## config.mk

```make
export PLATFORM = sky130hd
export DESIGN_NAME = usep_top
export DESIGN_NICKNAME = d
export VERILOG_FILES = /design/src/design/usep_top.v /design/src/design/usep_sense_filter.v
export VERILOG_INCLUDE_DIRS = /design/src /design/src/design
export SDC_FILE = /design/constraint.sdc
export NUM_CORES = 1
export LEC_CHECK = 0
export BUFFER_PORTS_ARGS = -buffer_cell sky130_fd_sc_hd__buf_2
export CAP_MARGIN = 20
export CORE_ASPECT_RATIO = 1.2
export CORE_MARGIN = 2
export CORE_UTILIZATION = 43
export DETAILED_ROUTE_END_ITERATION = 10
export GPL_TIMING_DRIVEN = 1
export PLACE_DENSITY = 0.74
export SLEW_MARGIN = 40
export SYNTH_ARGS = -nofsm -noshare
export SYNTH_HDL_FRONTEND = slang
export SYNTH_SLANG_ARGS = --single-unit
export TNS_END_PERCENT = 20
```

## constraint.sdc

```tcl
create_clock -name pclk -period 1.3 [get_ports pclk]
set_input_delay 0.325 -clock pclk [delete_from_list [all_inputs] [get_ports pclk]]
set_output_delay 0.325 -clock pclk [all_outputs]
set_load 0.02 [all_outputs]
```

## src/design/usep_regs.vh

```
// Register offsets, field positions, reset values and timing counts for the user sense/enable block
`ifndef USEP_REGS_VH
`define USEP_REGS_VH

// Register byte offsets
`define USEP_OFF_USER_IO 12'h000
`define USEP_OFF_MODE 12'h004
`define USEP_OFF_INT_STATUS 12'h008
`define USEP_OFF_INT_MASK 12'h00C
`define USEP_OFF_PIN_LEVEL 12'h010

// User I/O register fields
`define USEP_UIO_SENSE0 0
`define USEP_UIO_SENSE1 1
`define USEP_UIO_DRIVE0 2
`define USEP_UIO_DRIVE1 3

// Operating mode register fields
`define USEP_MODE_RUN 0
`define USEP_MODE_WIDTH 8

// Reset values
`define USEP_RST_USER_IO 4'h0
`define USEP_RST_MODE 8'h00
`define USEP_RST_MASK 2'h0

// Qualifying assertion time and clock rate
`define USEP_SENSE_MIN_NS 160
`define USEP_CLK_MHZ 25
`define USEP_CLK_PERIOD_NS 40

`endif

```

## src/design/usep_top.v

```verilog
// User sense and enable pin block with APB register access and interrupt
//
// Functional notes
// - Reset clears every internal register
// - Reset clears mode bit zero: stop
// - Sense 0 held 160 ns sets bit
// - Sense 1 held 160 ns sets bit
// - Sense bits sticky until bus clears
// - Enable output 0 follows drive bit
// - Enable output 1 follows drive bit
//
// Implementation choices: the APB slave port and the address map.
`timescale 1ns/1ps
`default_nettype none
`include "usep_regs.vh"

module usep_top #(
    parameter CNT_W = 4
) (
    // Clock and reset
    input wire pclk,
    input wire presetn,
    // APB slave
    input wire psel,
    input wire penable,
    input wire pwrite,
    input wire [11:0] paddr,
    input wire [31:0] pwdata,
    output reg [31:0] prdata,
    output reg pready,
    output reg pslverr,
    // User pins
    input wire sense_input_0,
    input wire sense_input_1,
    output reg enable_output_0,
    output reg enable_output_1,
    // Status to the rest of the device
    output reg run_mode,
    output reg irq
);

    // Qualifying time in cycles, rounded up, never below one
    localparam integer QUAL_RAW =
        (`USEP_SENSE_MIN_NS + `USEP_CLK_PERIOD_NS - 1) / `USEP_CLK_PERIOD_NS;
    localparam integer QUAL_INT = (QUAL_RAW < 1) ? 1 : QUAL_RAW;
    // The qualify compare adds one synced sample, so count one fewer;
    // synchroniser delay only shifts the window, it adds no held time
    localparam integer QUAL_CNT_INT = (QUAL_INT > 1) ? QUAL_INT - 1 : 1;
    localparam [3:0] QUAL_CNT = QUAL_CNT_INT[3:0];

    reg [1:0] sense_latch;
    reg [1:0] drive_bits;
    reg [`USEP_MODE_WIDTH-1:0] operating_mode_register;
    reg [1:0] int_status;
    reg [1:0] int_mask;
    reg [1:0] qual_prev;
    wire [1:0] qual;
    wire [1:0] pin_sync;
    wire [1:0] sense_pins;
    wire [1:0] qual_rise;
    wire [1:0] latch_clr;
    wire [1:0] int_clr;
    wire wr_en;
    wire rd_en;
    reg [31:0] next_prdata;
    reg next_pslverr;

    assign sense_pins = {sense_input_1, sense_input_0};

    ////////////////////////////////////////////////////////////////////////
    // Address decode for the error path; the read mux decodes with its own case
    function addr_mapped;
        input [11:0] a;
        begin
            addr_mapped = (a == `USEP_OFF_USER_IO) || (a == `USEP_OFF_MODE) ||
                          (a == `USEP_OFF_INT_STATUS) || (a == `USEP_OFF_INT_MASK) ||
                          (a == `USEP_OFF_PIN_LEVEL);
        end
    endfunction

    ////////////////////////////////////////////////////////////////////////
    // one filter per sense input
    genvar gi;
    generate
        for (gi = 0; gi < 2; gi = gi + 1)
        begin : g_sense
            usep_sense_filter #(
                .CNT_W(CNT_W),
                .QUAL_CYCLES(QUAL_CNT)
            ) u_filt (
                .pclk(pclk),
                .presetn(presetn),
                .pin_in(sense_pins[gi]),
                .pin_sync(pin_sync[gi]),
                .qualified(qual[gi])
            );
        end
    endgenerate

    ////////////////////////////////////////////////////////////////////////
    // APB strobes: zero wait state, access phase completes at once
    assign wr_en = psel && penable && pwrite && pready;
    assign rd_en = psel && !penable && !pwrite;
    assign latch_clr = (wr_en && paddr == `USEP_OFF_USER_IO) ?
                       pwdata[`USEP_UIO_SENSE1:`USEP_UIO_SENSE0] : 2'h0;
    assign int_clr = (wr_en && paddr == `USEP_OFF_INT_STATUS) ? pwdata[1:0] : 2'h0;
    assign qual_rise = qual & ~qual_prev;

    ////////////////////////////////////////////////////////////////////////
    // sticky sense bits, set wins over clear
    // A level still qualified keeps the bit set through a clear in the same cycle
    always @(posedge pclk or negedge presetn)
    begin
        if (!presetn)
        begin
            sense_latch <= 2'h0;
            qual_prev <= 2'h0;
        end
        else
        begin
            qual_prev <= qual;
            sense_latch <= (sense_latch & ~latch_clr) | qual;
        end
    end

    ////////////////////////////////////////////////////////////////////////
    // Interrupt status: new qualified assertions, write one to clear
    always @(posedge pclk or negedge presetn)
    begin
        if (!presetn)
            int_status <= 2'h0;
        else
            int_status <= (int_status & ~int_clr) | qual_rise | (qual & latch_clr);
    end

    ////////////////////////////////////////////////////////////////////////
    // writable registers, reset to cleared and stop mode
    always @(posedge pclk or negedge presetn)
    begin
        if (!presetn)
        begin
            drive_bits <= 2'h0;
            operating_mode_register <= `USEP_RST_MODE;
            int_mask <= `USEP_RST_MASK;
        end
        else if (wr_en)
        begin
            case (paddr)
                `USEP_OFF_USER_IO:
                    drive_bits <= pwdata[`USEP_UIO_DRIVE1:`USEP_UIO_DRIVE0];
                `USEP_OFF_MODE:
                    operating_mode_register <= pwdata[`USEP_MODE_WIDTH-1:0];
                `USEP_OFF_INT_MASK:
                    int_mask <= pwdata[1:0];
                default:
                    int_mask <= int_mask;
            endcase
        end
    end

    ////////////////////////////////////////////////////////////////////////
    // registered pin drive and status outputs
    // Outputs lag the register by one cycle so every output is a flop
    always @(posedge pclk or negedge presetn)
    begin
        if (!presetn)
        begin
            enable_output_0 <= 1'b0;
            enable_output_1 <= 1'b0;
            run_mode <= 1'b0;
            irq <= 1'b0;
        end
        else
        begin
            enable_output_0 <= drive_bits[0];
            enable_output_1 <= drive_bits[1];
            run_mode <= operating_mode_register[`USEP_MODE_RUN];
            irq <= |(int_status & int_mask);
        end
    end

    ////////////////////////////////////////////////////////////////////////
    // Read mux, evaluated in the setup cycle
    always @*
    begin
        next_prdata = 32'h0000_0000;
        next_pslverr = 1'b0;
        case (paddr)
            `USEP_OFF_USER_IO:
                next_prdata = {28'h0000000, drive_bits, sense_latch};
            `USEP_OFF_MODE:
                next_prdata = {24'h000000, operating_mode_register};
            `USEP_OFF_INT_STATUS:
                next_prdata = {30'h00000000, int_status};
            `USEP_OFF_INT_MASK:
                next_prdata = {30'h00000000, int_mask};
            `USEP_OFF_PIN_LEVEL:
                next_prdata = {30'h00000000, pin_sync};
            default:
                next_prdata = 32'h0000_0000;
        endcase
        if (!addr_mapped(paddr))
            next_pslverr = 1'b1;
    end

    ////////////////////////////////////////////////////////////////////////
    // APB answer: ready in every access phase, data captured at setup
    always @(posedge pclk or negedge presetn)
    begin
        if (!presetn)
        begin
            prdata <= 32'h0000_0000;
            pready <= 1'b0;
            pslverr <= 1'b0;
        end
        else
        begin
            pready <= psel && !penable;
            if (psel && !penable)
                pslverr <= next_pslverr;
            else
                pslverr <= 1'b0;
            if (rd_en)
                prdata <= next_prdata;
        end
    end

endmodule // usep_top

`default_nettype wire

```

## src/design/usep_sense_filter.v

```verilog
// One sense input: two-flop synchroniser and assertion-length qualifier
`timescale 1ns/1ps
`default_nettype none
`include "usep_regs.vh"

module usep_sense_filter #(
    parameter CNT_W = 4,
    parameter [3:0] QUAL_CYCLES = 4'h4
) (
    // Clock and reset
    input wire pclk,
    input wire presetn,
    // Pin and qualified event
    input wire pin_in,
    output reg pin_sync,
    output reg qualified
);

    reg pin_meta;
    reg [CNT_W-1:0] held_count;

    ////////////////////////////////////////////////////////////////////////
    // Synchroniser; only the second flop is read by logic
    always @(posedge pclk or negedge presetn)
    begin
        if (!presetn)
        begin
            pin_meta <= 1'b0;
            pin_sync <= 1'b0;
        end
        else
        begin
            pin_meta <= pin_in;
            pin_sync <= pin_meta;
        end
    end

    ////////////////////////////////////////////////////////////////////////
    // cycle count filter
    // Count stops at the threshold, so a long assertion gives one steady level
    always @(posedge pclk or negedge presetn)
    begin
        if (!presetn)
        begin
            held_count <= {CNT_W{1'b0}};
            qualified <= 1'b0;
        end
        else if (!pin_sync)
        begin
            held_count <= {CNT_W{1'b0}};
            qualified <= 1'b0;
        end
        else
        begin
            if (held_count != QUAL_CYCLES)
                held_count <= held_count + {{(CNT_W-1){1'b0}}, 1'b1};
            qualified <= (held_count == QUAL_CYCLES);
        end
    end

endmodule // usep_sense_filter

`default_nettype wire

```

# After elaboration in Yosys (flattened, before gate mapping)
# Index checks and enable logic that the tools add are counted.
dict set report word_totals {
  reg_bits 70
  elab_cells 73
  output_inout_bits 38
}
dict set report op_classes {
  n_bitwise 11
  addsub 2
  n_eq_ne 10
  n_mux 11
  reduce_logical 18
}
# op count
set op_table {}
lappend op_table {{8-bit one-hot mux with 5 select lines} 1}
lappend op_table {{12-bit by 4-bit equality test with 1-bit output, second input constant} 2}
lappend op_table {{4-bit two-way mux} 4}
lappend op_table {{12-bit by 3-bit equality test with 1-bit output, second input constant} 1}
lappend op_table {{12-bit by 5-bit equality test with 1-bit output, second input constant} 1}
lappend op_table {{12-bit logical NOT} 1}
lappend op_table {{2-bit AND} 5}
lappend op_table {{4-bit by 1-bit adder with 4-bit output, second input constant} 2}
lappend op_table {{4-bit by 2-bit equality test with 1-bit output, second input constant} 2}
lappend op_table {{4-bit by 2-bit != test with 1-bit output, second input constant} 2}
lappend op_table {{1-bit logical AND} 7}
lappend op_table {{2-bit inverter} 3}
lappend op_table {{2-bit OR} 3}
lappend op_table {{2-bit AND reduction} 3}
lappend op_table {{1-bit logical OR} 4}
lappend op_table {{1-bit two-way mux} 4}
lappend op_table {{2-bit two-way mux} 2}
lappend op_table {{2-bit != test, second input constant} 2}
lappend op_table {{1-bit logical NOT} 2}
lappend op_table {{2-bit OR reduction} 1}

# Logic depth before layout (Yosys ltp)
dict set report depth {
  ltp_word 9
  ltp_mapped 5
  ltp_nobuf 4
}

# Hierarchy
# From an unflattened synthesis, not the netlist that was laid out.
dict set report unflattened {
  hier_cells 179
  area_unflattened_um2 2212.1
}
# module area_each_um2 cells_per_inst n_inst
set modules_own_cells {}
lappend modules_own_cells {usep_top 1616.6 133 1}
lappend modules_own_cells {usep_sense_filter 297.8 23 2}

# Worst setup path before layout
# Ideal clock, no wire load.
dict set report synth_path {
  path_type {in2reg}
  startpoint {input port paddr[9]}
  endpoint {register operating_mode_register[0]}
  t_required_ns 1.175
  setup_ns 0.125
  arrival_time_ns 2.059
  path_stages 5
  path_slack_ns -0.884
  cell_sequence {or4_1 buf_2 or3_4 nor3_4 mux2_2}
}
dict set report synth_between {
  elab_chain_cells 2
}
# item line_no
set synth_rtl {}
lappend synth_rtl {{start, declared} usep_top.v:27} ;# input wire [11:0] paddr,
lappend synth_rtl {{12-bit by 3-bit equality test with 1-bit output} usep_top.v:148} ;# case (paddr)
lappend synth_rtl {{2-bit AND reduction (no line)} -}
lappend synth_rtl {{end signal, assigned} usep_top.v:143} ;# operating_mode_register <= `USEP_RST_MODE;
lappend synth_rtl {{end signal, assigned} usep_top.v:152} ;# operating_mode_register <= pwdata[`USEP_MODE_WIDTH-1:0];
lappend synth_rtl {{end, declared} usep_top.v:53} ;# reg [`USEP_MODE_WIDTH-1:0] operating_mode_register;
# Every way passes these cells.
# A chain may end at the register's enable or synchronous reset.

# Final worst setup path
dict set report layout_path {
  startpoint {input port paddr[10]}
  endpoint {register operating_mode_register[5]}
}
# Same word-level chain as after synthesis.

==> results.py <==
metrics = {
    "timing": {
        "setup_slack_ns": -0.483,
        "fin_tns_setup_ns": -9.72,
        "finalCriticalPeriod_ns": 1.78,
        "max_freq_mhz": 561,
        "finClkSkew_ns": 0.00524,
        "slew_viol_final": 0,
        "timing.final.hold_violations": 0,
        "rsz0062_at_grt": "yes",
        "min_period_over_period": 1.37,
        "holdWs_ns": 0.128,
        "setup_viol": 25,
    },
    "yosys": {
        "synthAdderAreaFrac": 0.0119,
        "syn-cell-area_mm2": 0.00210,
        "yosys.area_share.simple": 0.153,
        "synth-seq-area-share": 0.547,
        "netlist_instances": 177,
        "synth_compound_gate_area_share": 0.0809,
        "synth_xor_area_frac": 0.0125,
        "ys_warn_count": 0,
        "synth_top_family_by_area": "simple AND/OR/NAND/NOR gates",
        "ys_seq_elements": 46,
        "synthDistinctLibCells": 34,
        "syn_area_per_cell_um2": 11.9,
        "synth_mux_area_frac": 0.0981,
    },
    "layout": {
        "antennaDiodeCount": 0,
        "mostFrequentLayoutCell": "dfrtp_1",
        "stdcell_area_mm2": 0.00275,
        "fin_nets": 297,
        "stdcell_count": 303,
        "drive_gt1_frac": 0.441,
        "most-common-layout-cells": "46 x dfrtp_1, 39 x buf_2, 24 x conb_1, 21 x buf_4, 11 x nand2_1",
        "area_growth_pct": 30.7,
    },
    "placement": {
        "dp_hpwl_um": 2990,
        "portBuffers": 40,
        "dp_cells": 293,
        "gp_congestion": 0.816,
        "place_area_mm2": 0.00247,
    },
    "outcome": {
        "violations": "setup timing",
        "status": "finished, violations left",
    },
    "global_route": {
        "grt_util_met1": 0.186,
        "antenna_found_initial": 0,
        "grt_max_degree": 47,
        "top_usage_layer": "met2",
        "grt_usage": 0.162,
        "grt_pass1_wl_um": 6520,
        "use_met3": 0.0476,
        "grt_use_met2": 0.281,
        "grt_pass1_vias": 1430,
        "grt_overflow_total": 0,
    },
    "route": {
        "drc": 0,
        "vias": 1484,
        "vias_per_cell": 4.90,
        "first_pass_iters": 4,
        "ant_nets": 0,
        "wl_per_cell_um": 13.7,
        "routed_wl_um": 4160,
        "drtIter0Drc": 88,
    },
    "clocking": {
        "clk_latency_ns": 0.30,
        "cts_tree": "yes",
        "cts_buffer_depth": 2,
        "clkSinkCount": 46,
        "root_buffer": "clkbuf_8",
        "cts_buffers": 5,
        "h-tree-depth": 2,
        "path_clk_slew_ns": 0.08,
    },
    "floorplanning": {
        "die_w_um": 67.9,
        "row_count": 27,
        "die_y_um": 80.6,
        "io_pins": 89,
        "core_area_mm2": 0.00466,
        "initial_core_util": 0.451,
        "die_area_mm2": 0.00547,
    },
    "power_and_ir_drop": {
        "pwr_density_cell_mw_per_mm2": 1050,
        "p_total_w": 0.00289,
        "peakVddDrop_uv": 751,
        "total_leakage_power_nw": 1.35,
    },
    "flow_run": {
        "drv_cap": 0,
    },
    "critical_path": {
        "cp.arrival_ns": 1.97,
        "crit_path_end_kind": "register",
        "cp-start-kind": "input port",
        "path_class": "in2reg",
        "required_ns": 1.49,
        "crit_fanout": 8,
    },
    "worst_hold_path": {
        "hold_path.class": "in2reg",
    },
}
[power by group]
part           internal, W  leakage [nW]  switching [W]
Combinational     0.000192         0.689       0.000222
Clock             0.000427        0.0472       0.000463
Sequential         0.00152         0.611      0.0000662
Total              0.00214          1.35       0.000752
[per-stage QoR]
stage	utilization	setup slack, ns
3_3_place_gp	0.530	-0.886
5_1_grt	0.590	-0.495
3_5_place_dp	0.530	-0.974
4_1_cts	0.565	-0.526
6_report	0.590	-0.483
2_1_floorplan	-	-0.835
[per-layer routing]
| layer | share of wire | vias to the layer above | wire length [µm] |
|---|---|---|---|
| met2 | 0.55 | 39 | 2300 |
| met4 | 0.014 | 0 | 59 |
| met3 | 0.050 | 6 | 209 |
| li1 | - | 711 | - |
| met1 | 0.38 | 728 | 1600 |
| met5 | 0 | - | 0 |
[cells in the mapped netlist (all sizes together)]
cell / count / area [µm²]
conb: 1 / 3.75
mux2i: 6 / 60.1
nor2b: 3 / 18.8
a21boi: 3 / 22.5
buf: 25 / 185
mux2: 13 / 146
o31ai: 2 / 15.0
xnor2: 3 / 26.3
nand3b: 4 / 30.0
nor2: 2 / 7.51
nand3: 7 / 35.0
dfrtp: 46 / 1150
nand4: 1 / 6.26
or3b: 1 / 8.76
nand2b: 4 / 25.0
nand2: 12 / 45.0
or4: 3 / 22.5
nor4bb: 1 / 10.0
clkbuf: 4 / 15.0
a21o: 2 / 15.0
a22o: 7 / 61.3
o211ai: 1 / 7.51
nor3: 2 / 21.3
or4b: 1 / 10.0
or3: 4 / 30.0
nor4: 3 / 18.8
and2: 4 / 25.0
ha: 2 / 25.0
a2bb2oi: 1 / 8.76
o21ai: 8 / 40.0
nor3b: 1 / 7.51
[registers in the layout, summed over array words and instances, names as in the netlist, 2 cells and up]
signal / flops
g_sense.u_filt.qualified: 2
g_sense.u_filt.held_count: 8
g_sense.u_filt.pin_meta: 2
sense_latch: 2
qual_prev: 2
prdata: 8
drive_bits: 2
int_mask: 2
operating_mode_register: 8
g_sense.u_filt.pin_sync: 2
int_status: 2
[path summary, 6_finish.rpt]
check / start / to / slack, ns / cells after the start
setup / recovery: paddr[10] / operating_mode_register[5] / -0.48 / 6
hold / removal: sense_input_1 / g_sense[1].u_filt.pin_meta / 0.13 / 1
setup reg to reg: pready / operating_mode_register[5] / -0.35 / 5
hold reg to reg: g_sense[0].u_filt.pin_meta / g_sense[0].u_filt.pin_sync / 0.35 / 0
max in group asynchronous: presetn / prdata[1] / 0.56 / 3
min in group asynchronous: presetn / operating_mode_register[0] / 0.53 / 3
[critical path: stages]
cell and delay (ns):
buf_6 0.09, or4_4 0.55, or3_4 0.37, nor3_4 0.17, buf_12 0.17, mux2_4 0.30
[final cells by class]
type                            count  area (µm²)
Sequential cell                    46        1150
Clock buffer                        6        82.6
Fill cell                         393        1910
Tap cell                           58        72.6
Timing Repair Buffer               66         437
Clock inverter                      2        12.5
Multi-Input combinational cell    125         996
[repair_timing]
item | in CTS | in global routing
gates resized for setup | 16 | 23
setup endpoints to repair | 25 | 28
hold buffers | 1 | 0
buffers inserted | 0 | 1
endpoints found under the hold margin | 30 | 0
pin swaps | 4 | 9
[kinds of logic (layout without fill, tap and decap cells)]
group	count (synthesis)	count (layout)
AOI/OAI and AO/OA	24	24
DFF	46	46
other	1	24
adders and majority gates	2	2
buffers and inverters	29	74
xor gates and xnor gates	3	3
and+or+nand+nor	53	53
muxes	19	19
Note: power is estimated with default switching activity, not from simulation.
